===== src/inc/wwd_pkg.sv =====
// windowed watchdog: shared constants, register map and carrier types
// assumes a single 50 MHz system clock and a byte-wide register port
package wwd_pkg;
    localparam int CLK_FREQ_HZ = 50_000_000;
    localparam int LS_FREQ_HZ = 264_000;
    // low-speed period rounded down to whole system cycles
    localparam int LS_DIV_CYC = CLK_FREQ_HZ / LS_FREQ_HZ;
    localparam int CNT_W = 17;
    localparam int OVF_BASE_EXP = 10;
    localparam int WIN_BASE_EXP = 8;
    localparam logic [15:0] ADDR_IMS = 16'hff40;
    localparam logic [15:0] ADDR_KICK = 16'hff99;
    localparam logic [15:0] ADDR_INT_STAT = 16'hff9a;
    localparam logic [15:0] ADDR_INT_MASK = 16'hff9b;
    localparam logic [15:0] ADDR_RESET_CAUSE = 16'hffa8;
    localparam logic [7:0] KICK_CODE = 8'hac;
    localparam logic [7:0] KICK_READ_RUN = 8'h9a;
    localparam logic [7:0] KICK_READ_STOP = 8'h1a;
    localparam logic [7:0] IMS_RESET = 8'h07;
    localparam logic [7:0] MASK_RESET = 8'h00;
    localparam int CAUSE_WDT_BIT = 4;
    localparam int ROM_PAGE_EXP = 12;
    localparam logic [15:0] EXEMPT0_LO = 16'hfb00;
    localparam logic [15:0] EXEMPT0_HI = 16'hffcf;
    localparam logic [15:0] EXEMPT1_LO = 16'hffe0;
    localparam logic [15:0] EXEMPT1_HI = 16'hffff;
    localparam logic [1:0] HOLD_TICKS = 2'h2;

    // option byte: bit7 unused, bits 6:5 window, bit 4 run, bits 3:1 overflow, bit 0 unused
    typedef struct packed {
        logic spare_hi;
        logic [1:0] open_sel;
        logic run_en;
        logic [2:0] ovf_sel;
        logic spare_lo;
    } wwd_opt_t;

    localparam wwd_opt_t OPT_RESET = 8'h00;

    // one bit per reset cause; same layout in status and mask registers
    typedef struct packed {
        logic access;
        logic fetch;
        logic window;
        logic badval;
        logic bitop;
        logic ovf;
    } wwd_evt_t;

    localparam int EVT_W = $bits(wwd_evt_t);
endpackage : wwd_pkg


===== src/logic/wwd_ls_div.sv =====
// low-speed clock divider: one-cycle tick every DIV system cycles
// assumes free-running system clock; the tick stands in for the low-speed clock
`timescale 1ns/1ps
module wwd_ls_div import wwd_pkg::*; #(
    parameter int DIV = LS_DIV_CYC
) (
    input wire logic clk_sys_i,
    input wire logic rst_n_i,
    output logic tick_o
);
    logic [15:0] div_cnt;
    wire logic last = (div_cnt == 16'(DIV - 1));

    always_ff @(posedge clk_sys_i or negedge rst_n_i) begin
        if (!rst_n_i) begin
            div_cnt <= 16'h0000;
            tick_o <= 1'b0;
        end else begin
            div_cnt <= last ? 16'h0000 : div_cnt + 16'h0001;
            tick_o <= last;
        end
    end
endmodule : wwd_ls_div


===== src/logic/wwd_area_chk.sv =====
// memory area checker: flags fetches and non-exempt data accesses outside the enabled area
// assumes fetch and access strobes come from the CPU on the same clock
`timescale 1ns/1ps
module wwd_area_chk import wwd_pkg::*; (
    input wire logic clk_sys_i,
    input wire logic rst_n_i,
    input wire logic en_i,
    input wire logic [7:0] ims_i,
    input wire logic fetch_valid_i,
    input wire logic [15:0] fetch_addr_i,
    input wire logic acc_valid_i,
    input wire logic [15:0] acc_addr_i,
    output logic fetch_err_o,
    output logic acc_err_o
);
    // enabled area is (ims[3:0]+1) pages of 4 KiB from address zero
    function automatic logic in_area(input logic [15:0] a, input logic [7:0] memory_size_select_register);
        logic [16:0] lim;
        lim = 17'({memory_size_select_register[3:0], {ROM_PAGE_EXP{1'b0}}}) + 17'(1 << ROM_PAGE_EXP);
        return {1'b0, a} < lim;
    endfunction : in_area

    wire logic acc_exempt = (acc_addr_i >= EXEMPT0_LO && acc_addr_i <= EXEMPT0_HI)
        || (acc_addr_i >= EXEMPT1_LO && acc_addr_i <= EXEMPT1_HI);

    assign fetch_err_o = en_i && fetch_valid_i && !in_area(fetch_addr_i, ims_i);
    assign acc_err_o = en_i && acc_valid_i && !acc_exempt
        && !in_area(acc_addr_i, ims_i);
endmodule : wwd_area_chk


===== src/logic/wwd_top.sv =====
// windowed watchdog: counter, kick checks, reset request, registers, interrupt
// assumes option byte is stable from reset release and CPU strobes share the clock
`timescale 1ns/1ps
module wwd_top import wwd_pkg::*; #(
    parameter int LS_DIV = LS_DIV_CYC
) (
    input wire logic clk_sys_i,
    input wire logic rst_n_i,
    input wire logic [7:0] option_byte_i,
    input wire logic [15:0] bus_addr_i,
    input wire logic [7:0] bus_wdata_i,
    input wire logic bus_wr_i,
    input wire logic bus_rd_i,
    input wire logic bus_bitop_i,
    input wire logic fetch_valid_i,
    input wire logic [15:0] fetch_addr_i,
    input wire logic acc_valid_i,
    input wire logic [15:0] acc_addr_i,
    output logic [7:0] bus_rdata_o,
    output logic irq_o,
    output logic wdt_reset_req_o
);
    // last count before overflow for field n
    function automatic logic [CNT_W-1:0] ovf_last(input logic [2:0] n);
        return CNT_W'((1 << (OVF_BASE_EXP + int'(n))) - 1);
    endfunction : ovf_last

    // window opens after (3-w) quarters of the overflow time
    function automatic logic [CNT_W-1:0] open_start(input logic [2:0] n, input logic [1:0] w);
        return CNT_W'((1 << (WIN_BASE_EXP + int'(n))) * (3 - int'(w)));
    endfunction : open_start

    // option byte caught once after reset release
    wwd_opt_t opt;
    logic opt_valid;

    always_ff @(posedge clk_sys_i or negedge rst_n_i) begin
        if (!rst_n_i) begin
            opt <= OPT_RESET;
            opt_valid <= 1'b0;
        end else if (!opt_valid) begin
            opt <= wwd_opt_t'(option_byte_i);
            opt_valid <= 1'b1;
        end
    end

    wire logic run_en = opt_valid && opt.run_en;
    wire logic [CNT_W-1:0] cnt_last = ovf_last(opt.ovf_sel);
    wire logic [CNT_W-1:0] win_start = open_start(opt.ovf_sel, opt.open_sel);

    logic ls_tick;

    wwd_ls_div #(
        .DIV(LS_DIV)
    ) u_div (
        .clk_sys_i(clk_sys_i),
        .rst_n_i(rst_n_i),
        .tick_o(ls_tick)
    );

    logic [7:0] memory_size_select_register;
    logic fetch_err;
    logic acc_err;

    wwd_area_chk u_area (
        .clk_sys_i(clk_sys_i),
        .rst_n_i(rst_n_i),
        .en_i(run_en),
        .ims_i(memory_size_select_register),
        .fetch_valid_i(fetch_valid_i),
        .fetch_addr_i(fetch_addr_i),
        .acc_valid_i(acc_valid_i),
        .acc_addr_i(acc_addr_i),
        .fetch_err_o(fetch_err),
        .acc_err_o(acc_err)
    );

    // register decode
    wire logic sel_kick = (bus_addr_i == ADDR_KICK);
    wire logic sel_ims = (bus_addr_i == ADDR_IMS);
    wire logic sel_stat = (bus_addr_i == ADDR_INT_STAT);
    wire logic sel_mask = (bus_addr_i == ADDR_INT_MASK);
    wire logic sel_cause = (bus_addr_i == ADDR_RESET_CAUSE);

    // kick checks
    logic [CNT_W-1:0] cnt;
    logic first_done;

    wire logic kick_wr = bus_wr_i && sel_kick;
    wire logic kick_bitop = kick_wr && bus_bitop_i;
    wire logic kick_badval = kick_wr && !bus_bitop_i && (bus_wdata_i != KICK_CODE);
    // first kick after reset release is not subject to the window
    wire logic kick_closed = kick_wr && run_en && first_done && (cnt < win_start);
    wire logic kick_good = kick_wr && !kick_bitop && !kick_badval && !kick_closed;
    wire logic cnt_ovf = ls_tick && run_en && (cnt == cnt_last);

    wwd_evt_t evt;
    assign evt = '{access: acc_err, fetch: fetch_err, window: kick_closed,
        badval: kick_badval, bitop: kick_bitop, ovf: cnt_ovf};
    wire logic any_cause = |evt;

    logic [CNT_W-1:0] next_cnt;
    assign next_cnt = kick_good ? '0 :
        (run_en && ls_tick) ? (cnt_ovf ? '0 : cnt + 1'b1) : cnt;

    always_ff @(posedge clk_sys_i or negedge rst_n_i) begin
        if (!rst_n_i) begin
            cnt <= '0;
            first_done <= 1'b0;
        end else begin
            cnt <= next_cnt;
            first_done <= first_done || kick_wr;
        end
    end

    // reset request: raised at once, released only on a low-speed tick
    // after at least one whole low-speed period has passed
    logic [1:0] hold_cnt;
    wire logic hold_done = ls_tick && (hold_cnt == HOLD_TICKS - 2'h1);

    always_ff @(posedge clk_sys_i or negedge rst_n_i) begin
        if (!rst_n_i) begin
            wdt_reset_req_o <= 1'b0;
            hold_cnt <= 2'h0;
        end else if (any_cause) begin
            wdt_reset_req_o <= 1'b1;
            hold_cnt <= 2'h0;
        end else if (wdt_reset_req_o && ls_tick) begin
            hold_cnt <= hold_cnt + 2'h1;
            if (hold_done) begin
                wdt_reset_req_o <= 1'b0;
            end
        end
    end

    // status, mask, cause and memory-size registers
    wwd_evt_t stat;
    wwd_evt_t mask;
    logic [7:0] cause;
    wwd_evt_t next_stat;
    logic [7:0] next_cause;

    // set wins over a write-one clear in the same cycle
    assign next_stat = wwd_evt_t'(evt | (stat & ~((bus_wr_i && sel_stat)
        ? bus_wdata_i[EVT_W-1:0] : EVT_W'(0))));
    // cause register clears on read, a new cause in that cycle still lands
    assign next_cause = (bus_rd_i && sel_cause) ? 8'h00 : cause;

    always_ff @(posedge clk_sys_i or negedge rst_n_i) begin
        if (!rst_n_i) begin
            stat <= '0;
            mask <= wwd_evt_t'(MASK_RESET[EVT_W-1:0]);
            cause <= 8'h00;
            memory_size_select_register <= IMS_RESET;
            irq_o <= 1'b0;
        end else begin
            stat <= next_stat;
            irq_o <= |(next_stat & ((bus_wr_i && sel_mask)
                ? wwd_evt_t'(bus_wdata_i[EVT_W-1:0]) : mask));
            if (bus_wr_i && sel_mask) begin
                mask <= wwd_evt_t'(bus_wdata_i[EVT_W-1:0]);
            end
            if (bus_wr_i && sel_ims) begin
                memory_size_select_register <= bus_wdata_i;
            end
            cause <= next_cause;
            if (any_cause) begin
                cause[CAUSE_WDT_BIT] <= 1'b1;
            end
        end
    end

    // read path: data stands in the cycle after the strobe only
    logic [7:0] rd_mux;
    wire logic [7:0] kick_rd_val = run_en ? KICK_READ_RUN : KICK_READ_STOP;

    assign rd_mux = sel_kick ? kick_rd_val :
        sel_ims ? memory_size_select_register :
        sel_stat ? 8'(stat) :
        sel_mask ? 8'(mask) :
        sel_cause ? cause : 8'h00;

    always_ff @(posedge clk_sys_i or negedge rst_n_i) begin
        if (!rst_n_i) begin
            bus_rdata_o <= 8'h00;
        end else begin
            bus_rdata_o <= bus_rd_i ? rd_mux : 8'h00;
        end
    end

    // cycles the request has stood since its last cause, for the hold check
    logic [15:0] req_age;

    always_ff @(posedge clk_sys_i or negedge rst_n_i) begin
        if (!rst_n_i) begin
            req_age <= 16'h0000;
        end else if (any_cause) begin
            req_age <= 16'h0000;
        end else if (wdt_reset_req_o && req_age != 16'hffff) begin
            req_age <= req_age + 16'h0001;
        end
    end
endmodule : wwd_top


===== config.mk =====
export PLATFORM = sky130hd
export DESIGN_NAME = wwd_top
export DESIGN_NICKNAME = d
export VERILOG_FILES = /design/src/inc/wwd_pkg.sv /design/src/logic/wwd_ls_div.sv /design/src/logic/wwd_area_chk.sv /design/src/logic/wwd_top.sv
export SDC_FILE = /design/constraint.sdc
export NUM_CORES = 1
export LEC_CHECK = 0
export BUFFER_PORTS_ARGS = -buffer_cell sky130_fd_sc_hd__buf_2
export CORE_MARGIN = 5
export CORE_UTILIZATION = 55
export DETAILED_ROUTE_END_ITERATION = 10
export PLACE_DENSITY = 0.78
export SLEW_MARGIN = 20
export SYNTH_ARGS = -nofsm -noshare
export SYNTH_HDL_FRONTEND = slang
export SYNTH_SLANG_ARGS = --single-unit

===== constraint.sdc =====
create_clock -name clk_sys_i -period 10.75 [get_ports clk_sys_i]
set_input_delay 1.6125 -clock clk_sys_i [delete_from_list [all_inputs] [get_ports clk_sys_i]]
set_output_delay 1.6125 -clock clk_sys_i [all_outputs]
set_load 0.01 [all_outputs]

==> flow_summary.ini, run 1 <==
[status]
run_status = finished clean

[timing]
min_period_over_period_pct = 40.8
drv_slew = 0
timing.slew.headroom_pct = 37.1
finalClockSkew_ps = 12.0
finalSetupViolCount = 0
worst_hold_slack_ps = 477
finalHoldViolations = 0
setup_total_negative_slack_ps = 0
timing.fmax_ghz = 0.228
tightestPinTransition_ps = 943
post-route-min-period_ps = 4390
rsz0062_at_grt = no

[setup_path]
r2r-start = opt[2]$_DFFE_PN0N_
number_of_cells_traversed_by_the_worst_register_to_register_path = 19
worst-setup-path-type = flop to flop
regToRegEndpoint = hold_cnt[1]$_DFFE_PN0P_
reg2reg_slack_ps = 6360
cp-start-kind = flop
crit_path_max_fanout = 18
cp-startpoint = opt[2]$_DFFE_PN0N_
critPathArrivalTime_ps = 4630
endpoint_kind = flop
critPathRequiredTime_ps = 10990

[synth]
synth_top_flop_cell = sky130_fd_sc_hd__dfrtp_1
synth_area_leaders = sky130_fd_sc_hd__dfrtp_1 (38%), sky130_fd_sc_hd__ha_1 (11%), sky130_fd_sc_hd__mux2_2 (4.3%)
synth-warning-count = 0
syn-num-nets = 612
synthesis.area_sq_um = 4770
synth.most_common_cell = sky130_fd_sc_hd__dfrtp_1
post_synth_most_frequent_cells = sky130_fd_sc_hd__dfrtp_1 (72), sky130_fd_sc_hd__nand2_1 (44), sky130_fd_sc_hd__nor2_1 (44), sky130_fd_sc_hd__ha_1 (40), sky130_fd_sc_hd__nand3_1 (29)
synthesis.instances = 500
ffs_w_async_s_r_synth_pct = 100
synthDominantAreaCellType = sky130_fd_sc_hd__dfrtp_1
synth-seq-area-share_pct = 39.5
postSynthRegisterBits = 75
mean_instance_size_in_the_synthesized_netlist_sq_um = 9.53
number_of_enable_flip_flop_cells_after_synthesis = 0
post-synth-top-area-fraction_pct = 37.8
ys_types = 62

[floorplan]
core_area_sq_um = 8590
pin_count = 81
dieWidth_um = 103
placement_rows = 34
floorplan_die_height_um = 103
floorplan.initialDensity_pct = 55.5
die_area_sq_um = 10600

[routing]
drt_first_pass_iters = 7
via_count = 3980
ant_nets = 0
initialDrtViolationCount = 179
route.detailed.vias_per_inst = 5.96
route.detailed.wl_per_inst_um = 16.3
detail_route.drc_violations = 0
wirelength_um = 10900

[global_route]
grt.total_usage_pct = 22.1
grt.overflow.total = 0
grt_max_degree = 76
globalRouteMet3Util_pct = 4.13
grt_pass1_vias = 4004
grt_most_used_layer = met2
global_route.usage.met1_pct = 28.4
grt_use_met2_pct = 37.3
grt_pass1_wl_um = 18600
antenna_violations_before_repair = 0

[min_path]
hold_path.startpoint = first_done$_DFF_PN0_
holdCritPathClass = flop to flop
worst_hold_path.endpoint = first_done$_DFF_PN0_
hold-path-cell-count = 1

[clocking]
clk_root_buffer_cell = sky130_fd_sc_hd__clkbuf_8
cts.htree.levels = 3
worst_skew_pair.late_latency_ps = 350
cts_setup_buffers = 0
postCtsResizedCells = 0
clock_sinks = 75
clock_path_buffers = 2
cts-buffers-inserted = 9
cts_hold_buffers = 0
cts_tree = built
worst_setup_hold_path_clk_slew_ps = 90

[placement]
io_buffers = 62
dpl.hpwl_um = 8000
place_congestion = 0.855
place.detailed.instances = 652

[finish]
utilization_pct = 62.9
drive_above_1_share_pct = 19.5
area.growth.synth_to_final_pct = 13.4
final_net_count = 667
antennaDiodeCount = 0
finish.cell_count_without_fillers = 668

[pwr]
leakage_power_total_nw = 2.51
cellPowerDensity_nw_per_um2 = 115
ir_drop_v = 0.0000750
fin_total_pwr_uw = 622

[run]
drv_cap = 0
## routing by layer
layer  part of all wire (%)  vias up  wire length [um]
met5                      0        -                 0
met4                    1.3        0               137
met3                    5.4       17               587
met2                     50      108              5450
met1                     43     1920              4740
li1                       -     1935                 -
## area by class of cell
class                   count  area, sq um
repair buffers             63          320
fillers                   720         3190
well taps                 108          135
flip-flops and latches     75         1880
clock buffers              10          128
clock inverters             6          114
inverters                  14         52.6
multi-input cells         392         2780
## stage by stage
stage,setup slack [ps],instance area (sq um)
floorplan,6690,4770
global placement,6230,5150
detailed placement,6400,5160
CTS,6370,5410
global route,5910,5410
finish,6360,5410
## worst max-delay path, stage by stage (launching register included)
cell and delay, ps:
sky130_fd_sc_hd__dfrtp_1 680, sky130_fd_sc_hd__nand2_1 150, sky130_fd_sc_hd__nor3_1 170, sky130_fd_sc_hd__ha_1 260, sky130_fd_sc_hd__ha_1 230, sky130_fd_sc_hd__fa_1 410
sky130_fd_sc_hd__a21oi_1 140, sky130_fd_sc_hd__nor2_1 50, sky130_fd_sc_hd__nor2_1 150, sky130_fd_sc_hd__o21bai_1 80, sky130_fd_sc_hd__a21oi_1 180, sky130_fd_sc_hd__xnor2_1 110
sky130_fd_sc_hd__ha_1 320, sky130_fd_sc_hd__nand4_1 100, sky130_fd_sc_hd__a21oi_1 130, sky130_fd_sc_hd__a2111oi_0 90, sky130_fd_sc_hd__buf_4 180, sky130_fd_sc_hd__o31ai_1 280
sky130_fd_sc_hd__nand3_1 230, sky130_fd_sc_hd__a311oi_1 350
## layout by cell type (no fill, tap or decap), types with 4 or more instances in the layout
cell type / count
sky130_fd_sc_hd__a31oi_1: 7
sky130_fd_sc_hd__and3_1: 7
sky130_fd_sc_hd__o21ai_0: 5
sky130_fd_sc_hd__a21oi_1: 28
sky130_fd_sc_hd__nand4_1: 16
sky130_fd_sc_hd__inv_1: 13
sky130_fd_sc_hd__dfrtp_1: 72
sky130_fd_sc_hd__a22o_1: 4
sky130_fd_sc_hd__nand3_1: 29
sky130_fd_sc_hd__mux2_2: 18
sky130_fd_sc_hd__clkbuf_8: 9
sky130_fd_sc_hd__and2_1: 6
sky130_fd_sc_hd__nor2_1: 44
sky130_fd_sc_hd__nor3_1: 23
sky130_fd_sc_hd__nand2b_1: 7
sky130_fd_sc_hd__a222oi_1: 4
sky130_fd_sc_hd__or3_1: 4
sky130_fd_sc_hd__xor2_1: 14
sky130_fd_sc_hd__buf_2: 61
sky130_fd_sc_hd__ha_1: 40
sky130_fd_sc_hd__xnor2_1: 17
sky130_fd_sc_hd__a21o_1: 8
sky130_fd_sc_hd__nand2_1: 44
sky130_fd_sc_hd__nor4_1: 5
## kinds of logic (layout without fill, tap and decap cells)
kind of cell / count (synthesis) / after routing / share of synthesized area [%]
AO/OA/AOI/OAI: 81 / 81 / 11.1
AND/OR/NAND/NOR: 216 / 216 / 24.8
adder cells (fa/ha/maj): 41 / 41 / 10.9
flip-flops: 75 / 75 / 39.5
buffers and inverters: 33 / 93 / 2.63
other: 1 / 1 / 0.0787
XOR/XNOR: 31 / 31 / 5.70
multiplexers: 22 / 22 / 5.30
## where the power goes
part | internal [mW] | switching (mW)
Combinational | 0.0280 | 0.0363
Clock | 0.155 | 0.110
Sequential | 0.285 | 0.00793
## flip-flops by register name, summed over array words and instances, names as in the netlist
| name | cells |
|---|---|
| wdt_reset_req_o | 1 |
| cause | 1 |
| hold_cnt | 2 |
| memory_size_select_register | 8 |
| first_done | 1 |
| irq_o | 1 |
| stat | 6 |
| bus_rdata_o | 8 |
| opt | 6 |
| opt_valid | 1 |
| mask | 6 |
| u_div.div_cnt | 16 |
| u_div.tick_o | 1 |
| cnt | 17 |
## how the worst max path moves through the flow
stage	endpoint	cells past startpoint
floorplan	cnt[9]$_DFFE_PN0P_	19
global placement	cnt[3]$_DFFE_PN0P_	18
detailed placement	irq_o$_DFF_PN0_	19
CTS	irq_o$_DFF_PN0_	19
global route	hold_cnt[1]$_DFFE_PN0P_	19
finish	hold_cnt[1]$_DFFE_PN0P_	19
(Power assumes the default switching activity.)
==> inputs of run 2 (changes only) <==
==> constraint.sdc (replaced) <==
create_clock -name clk_sys_i -period 4.5 [get_ports clk_sys_i]
set_input_delay 0.675 -clock clk_sys_i [delete_from_list [all_inputs] [get_ports clk_sys_i]]
set_output_delay 0.675 -clock clk_sys_i [all_outputs]
set_load 0.01 [all_outputs]
==> flow_summary.ini, run 2 (synthesized netlist as in run 1, its figures left out) <==
[finish]
antennaDiodeCount = 0
drive_above_1_share_pct = 21.4
filler_instances = 702
largest_reg_flops = 17
largest-register = cnt
finish.cell_count_without_fillers = 674
final_net_count = 673
layout.cells.most_common = sky130_fd_sc_hd__dfrtp_1
area.growth.synth_to_final_pct = 15.2
layout_common_cells = sky130_fd_sc_hd__dfrtp_1 (71), sky130_fd_sc_hd__buf_2 (61), sky130_fd_sc_hd__nand2_1 (44), sky130_fd_sc_hd__nor2_1 (43), sky130_fd_sc_hd__ha_1 (40)
registers_with_the_most_flip_flops = cnt: 17 flops, u_div.div_cnt: 16 flops

[floorplan]
core_area_sq_um = 8590
floorplan_die_height_um = 103
pin_count = 81
die_area_sq_um = 10600
placement_rows = 34
dieWidth_um = 103
floorplan.initialDensity_pct = 55.5

[setup_path]
critical-path-top-delay-family = adder cells
reg2reg_slack_ps = 260
cp-start-kind = flop
critPathRequiredTime_ps = 4730
cp_slowest_cell = sky130_fd_sc_hd__dfrtp_1
timing.critical_path.slowest_cell_delay_ps = 440
regToRegEndpoint = irq_o$_DFF_PN0_
critical_path.n_buffers_inverters = 1
dominant_cell_type_by_count_on_the_critical_path = sky130_fd_sc_hd__ha_1
number_of_cells_traversed_by_the_worst_register_to_register_path = 19
r2r-start = opt[6]$_DFFE_PN0N_
critPathArrivalTime_ps = 4460
worst-setup-path-type = flop to flop
crit_path_max_fanout = 6
endpoint_kind = flop
ordered_cell_list_for_the_critical_path = nand2b_1, nor3_1, ha_1, ha_1, fa_1, a21oi_1, nor2_1, nor2_2, o21bai_1, a21oi_1, xnor2_1, ha_1, nand4_1, a21oi_2, a2111oi_4, buf_4, a22o_1, a22o_1, or3b_1

[clocking]
clock_sinks = 75
cts_tree = built
worst_setup_hold_path_clk_slew_ps = 90
cts.htree.levels = 3
cts_hold_buffers = 0
cts-buffers-inserted = 9
clock_path_buffers = 2
worst_skew_pair.late_latency_ps = 350
clk_root_buffer_cell = sky130_fd_sc_hd__clkbuf_8

[routing]
route.detailed.wl_per_inst_um = 15.9
route.detailed.vias_per_inst = 5.89
via_count = 3973
detail_route.drc_violations = 0
wirelength_um = 10700
ant_nets = 0
initialDrtViolationCount = 192
drt_first_pass_iters = 5

[placement]
place.detailed.instances = 657
dpl.hpwl_um = 7880
io_buffers = 62
dpl_worst_slack_ps = -140
place_congestion = 0.864

[global_route]
grt_pass1_vias = 3880
grt_max_degree = 76
grt.overflow.total = 0
grt.total_usage_pct = 21.5
antenna_violations_before_repair = 0
grt_pass1_wl_um = 18200

[timing]
finalHoldViolations = 0
finalSetupViolCount = 0
finalClockSkew_ps = 13.0
drv_slew = 0
tightestPinTransition_ps = 950
post-route-min-period_ps = 4240
postLayoutSetupSlackWorst_ps = 264
timing.slew.headroom_pct = 36.6
min_period_over_period_pct = 94.1
timing.fmax_ghz = 0.236

[pwr]
cellPowerDensity_nw_per_um2 = 273
leakage_power_total_nw = 2.55
ir_drop_v = 0.000172

[min_path]
holdCritPathClass = input port to async pin

[status]
run_status = finished clean

[run]
drv_cap = 0
[run 2: changes by cell type in the layout (fill, tap and decap cells not counted), sizes merged]
cell	change
clkbuf	-1
clkinv	+3
clkinvlp	-2
buf	+6
[run 2: worst max-delay path by stage]
stage	start	endpoint	slack, ps	cells after the start
global placement	opt[1]$_DFFE_PN0N_	cnt[3]$_DFFE_PN0P_	240	17
CTS	opt[1]$_DFFE_PN0N_	cnt[13]$_DFFE_PN0P_	50	19
detailed placement	opt[1]$_DFFE_PN0N_	cnt[13]$_DFFE_PN0P_	-140	19
finish	opt[6]$_DFFE_PN0N_	irq_o$_DFF_PN0_	260	19
global route	opt[6]$_DFFE_PN0N_	irq_o$_DFF_PN0_	-10	19
floorplan	opt[2]$_DFFE_PN0N_	cnt[9]$_DFFE_PN0P_	440	19
[run 2: per-stage QoR]
stage	setup TNS, ps	total power, mW	util [%]	instance area (sq um)	hold slack, ps
global placement	0	0.862	60.4	5190	451
detailed placement	-794	0.869	60.5	5200	455
floorplan	0	0.797	-	4770	379
global route	-12.7	1.58	63.9	5490	486
finish	0	1.50	63.9	5490	443
CTS	0	1.51	63.4	5450	476
[run 2: layout make-up]
type | instances | area (sq um) | area share [%]
clock inverter | 7 | 125 | 2.28
timing repair buffer | 69 | 365 | 6.65
sequential | 75 | 1880 | 34.3
multi-input combinational | 392 | 2810 | 51.1
inverter | 14 | 52.6 | 0.957
clock buffer | 9 | 124 | 2.26
tap | 108 | 135 | 2.46
[run 2: routing by layer]
metal / track usage, % / part of all wire, % / up-vias / wire length (um)
li1: - / - / 1939 / -
met1: 28.2 / 43 / 1911 / 4590
met2: 35.4 / 50 / 112 / 5340
met3: 4.80 / 6.2 / 11 / 662
met4: 6.67 / 1.2 / 0 / 125
met5: 0 / 0 / - / 0
[run 2: timing repair]
action | 4_1_cts | 5_1_grt
pin swaps | 0 | 3
gates cloned | 0 | 0
endpoints found under the setup margin | 9 | 20
gates resized for setup | 1 | 6
setup buffers | 0 | 1
[run 2: power breakdown]
group | internal [mW] | switching (mW) | total [mW]
Combinational | 0.0723 | 0.0930 | 0.165
Sequential | 0.680 | 0.0140 | 0.694
Clock | 0.373 | 0.269 | 0.642
Total | 1.13 | 0.376 | 1.50
==> inputs of run 3 (changes only) <==
--- a/config.mk
+++ b/config.mk
@@ -13,4 +13,5 @@
 export SLEW_MARGIN = 20
 export SYNTH_ARGS = -nofsm -noshare
 export SYNTH_HDL_FRONTEND = slang
+export SYNTH_HIERARCHICAL = 1
 export SYNTH_SLANG_ARGS = --single-unit
==> flow_summary.ini, run 3 <==
[clocking]
cts-buffers-inserted = 9
worst_setup_hold_path_clk_slew_ps = 80
clock_sinks = 75
worst_skew_pair.late_latency_ps = 350
clk_root_buffer_cell = sky130_fd_sc_hd__clkbuf_8
cts_setup_buffers = 0
cts.htree.levels = 3
cts_tree = built
clock_path_buffers = 2
cts_hold_buffers = 0

[global_route]
grt_max_degree = 76
grt.overflow.total = 0
antenna_violations_before_repair = 0
grt_pass1_vias = 4237
grt_pass1_wl_um = 19700
grt.total_usage_pct = 21.3

[setup_path]
reg2reg_slack_ps = 490
cp-start-kind = flop
worst-setup-path-type = flop to flop
critPathArrivalTime_ps = 4270
endpoint_kind = flop
critPathRequiredTime_ps = 4770
crit_path_max_fanout = 17

[synth]
synth-warning-count = 6
synth-seq-area-share_pct = 37.6
synth_area_leaders = sky130_fd_sc_hd__dfrtp_1 (36%), sky130_fd_sc_hd__ha_1 (9.8%), sky130_fd_sc_hd__nand2_1 (4.0%)
synthDominantAreaCellType = sky130_fd_sc_hd__dfrtp_1
synthesis.area_sq_um = 5000
post_synth_most_frequent_cells = sky130_fd_sc_hd__dfrtp_1 (72), sky130_fd_sc_hd__nand2_1 (53), sky130_fd_sc_hd__ha_1 (39), sky130_fd_sc_hd__nor2_1 (33), sky130_fd_sc_hd__a21oi_1 (30)
mean_instance_size_in_the_synthesized_netlist_sq_um = 9.25
synth_top_flop_cell = sky130_fd_sc_hd__dfrtp_1
ffs_w_async_s_r_synth_pct = 100
syn-num-nets = 652
synth.most_common_cell = sky130_fd_sc_hd__dfrtp_1
synthesis.instances = 541
ys_types = 64
postSynthRegisterBits = 75
post-synth-top-area-fraction_pct = 36.0
number_of_enable_flip_flop_cells_after_synthesis = 0

[floorplan]
core_area_sq_um = 8810
floorplan_die_height_um = 105
die_area_sq_um = 11100
pin_count = 81
dieWidth_um = 105
floorplan.initialDensity_pct = 56.8
placement_rows = 34

[timing]
timing.fmax_ghz = 0.250
post-route-min-period_ps = 4010
worst_hold_slack_ps = 443
tightestPinTransition_ps = 936
finalSetupViolCount = 0
timing.slew.headroom_pct = 37.6
min_period_over_period_pct = 89.0
setup_total_negative_slack_ps = 0
drv_slew = 0
finalHoldViolations = 0
finalClockSkew_ps = 14.4
rsz0062_at_grt = no

[placement]
place_congestion = 0.924
dpl_cell_area_sq_um = 5390
io_buffers = 62
dpl.hpwl_um = 8710

[finish]
largest-register = cnt
final_net_count = 709
registers_with_the_most_flip_flops = cnt: 17 flops, u_div/div_cnt: 16 flops
drive_above_1_share_pct = 18.6
design_area_sq_um = 5590
antennaDiodeCount = 0
largest_reg_flops = 17
area.growth.synth_to_final_pct = 11.7
utilization_pct = 63.5
layout.cells.most_common = sky130_fd_sc_hd__dfrtp_1
layout_common_cells = sky130_fd_sc_hd__dfrtp_1 (72), sky130_fd_sc_hd__buf_2 (61), sky130_fd_sc_hd__nand2_1 (53), sky130_fd_sc_hd__ha_1 (39), sky130_fd_sc_hd__nor2_1 (33)

[routing]
route.detailed.wl_per_inst_um = 16.6
drt_first_pass_iters = 5
via_count = 4342
wirelength_um = 11800
ant_nets = 0
detail_route.drc_violations = 0
route.detailed.vias_per_inst = 6.11
initialDrtViolationCount = 306

[min_path]
holdCritPathClass = input port to async pin

[run]
drv_cap = 0

[status]
run_status = finished clean

[pwr]
leakage_power_total_nw = 2.58
ir_drop_v = 0.000225
fin_total_pwr_mw = 1.41
cellPowerDensity_nw_per_um2 = 252
## run 3: changes by cell type in the layout (fill, tap and decap cells not counted), sizes merged, moves of 6 or more
cell	previous run	this run
and3	7	1
inv	15	23
nand2	45	53
nor2	44	33
nor3	23	29
nor4	9	17
o21ai	8	15
o22ai	1	9
## run 3: layer usage
metal,GRT usage [%],vias to the layer above,wire length [um]
li1,-,2102,-
met1,28.9,2075,5180
met2,34.8,142,5720
met3,4.28,23,659
met4,6.28,0,223
met5,0,-,0
## run 3: worst paths after layout
kind	cells past startpoint	from	to
worst min-delay path	1	rst_n_i	opt[1]$_DFFE_PN0N_
worst min register to register	1	u_div/div_cnt[15]$_DFF_PN0_	u_div/div_cnt[15]$_DFF_PN0_
worst max-delay path	18	opt[1]$_DFFE_PN0N_	cnt[15]$_DFFE_PN0P_
worst max register to register	18	opt[1]$_DFFE_PN0N_	cnt[15]$_DFFE_PN0P_
min in group clk_sys_i	1	u_div/div_cnt[15]$_DFF_PN0_	u_div/div_cnt[15]$_DFF_PN0_
max in group asynchronous	1	rst_n_i	bus_rdata_o[1]$_DFF_PN0_
## run 3: cell type report
class | count | area [sq um]
Clock inverter | 5 | 61.3
Inverter | 22 | 82.6
Fill cell | 731 | 3220
Multi-Input combinational cell | 423 | 2940
Sequential cell | 75 | 1880
Tap cell | 108 | 135
Timing Repair Buffer | 67 | 350
Clock buffer | 11 | 141
## run 3: power by group
group / internal, mW / switching [mW]
clock: 0.273 / 0.262
combinational: 0.0732 / 0.106
sequential: 0.680 / 0.0146
total: 1.03 / 0.383
## run 3: worst max-delay path, stage by stage, from the launching register on
cell and delay, ps:
sky130_fd_sc_hd__dfrtp_1 660, sky130_fd_sc_hd__nand2b_1 290, sky130_fd_sc_hd__nor3_1 80, sky130_fd_sc_hd__ha_1 310
sky130_fd_sc_hd__ha_1 220, sky130_fd_sc_hd__fa_1 400, sky130_fd_sc_hd__a21oi_1 150, sky130_fd_sc_hd__nor2_1 60
sky130_fd_sc_hd__nor2_1 150, sky130_fd_sc_hd__o21bai_1 80, sky130_fd_sc_hd__a21oi_1 210, sky130_fd_sc_hd__xnor2_1 170
sky130_fd_sc_hd__ha_1 280, sky130_fd_sc_hd__nand2_1 60, sky130_fd_sc_hd__nand4b_1 120, sky130_fd_sc_hd__o21ai_1 220
sky130_fd_sc_hd__nor2_1 60, sky130_fd_sc_hd__buf_4 200, sky130_fd_sc_hd__nor3_1 190
## run 3: cell families (layout without fill, tap and decap cells)
group | after synthesis | in the layout | share of synthesized area [%]
compound gates | 99 | 99 | 13.8
xor+xnor | 26 | 26 | 4.55
fa+ha+maj | 40 | 40 | 10.2
buf+inv | 43 | 105 | 3.68
flops | 75 | 75 | 37.6
mux | 20 | 20 | 4.43
other cells | 1 | 1 | 0.0749
simple gates | 237 | 237 | 25.7
## run 3: what timing repair did
item | CTS | global route
setup endpoints to repair | 0 | 1
hold endpoints to repair | 0 | 0
resized for setup | 0 | 1
## run 3: metrics by stage
step | instances | setup slack (ps)
final | 711 | 494
after CTS | 711 | 434
after global routing | 711 | 100
after detailed placement | 695 | 446
after floorplan | 541 | 635
after global placement | 695 | 643
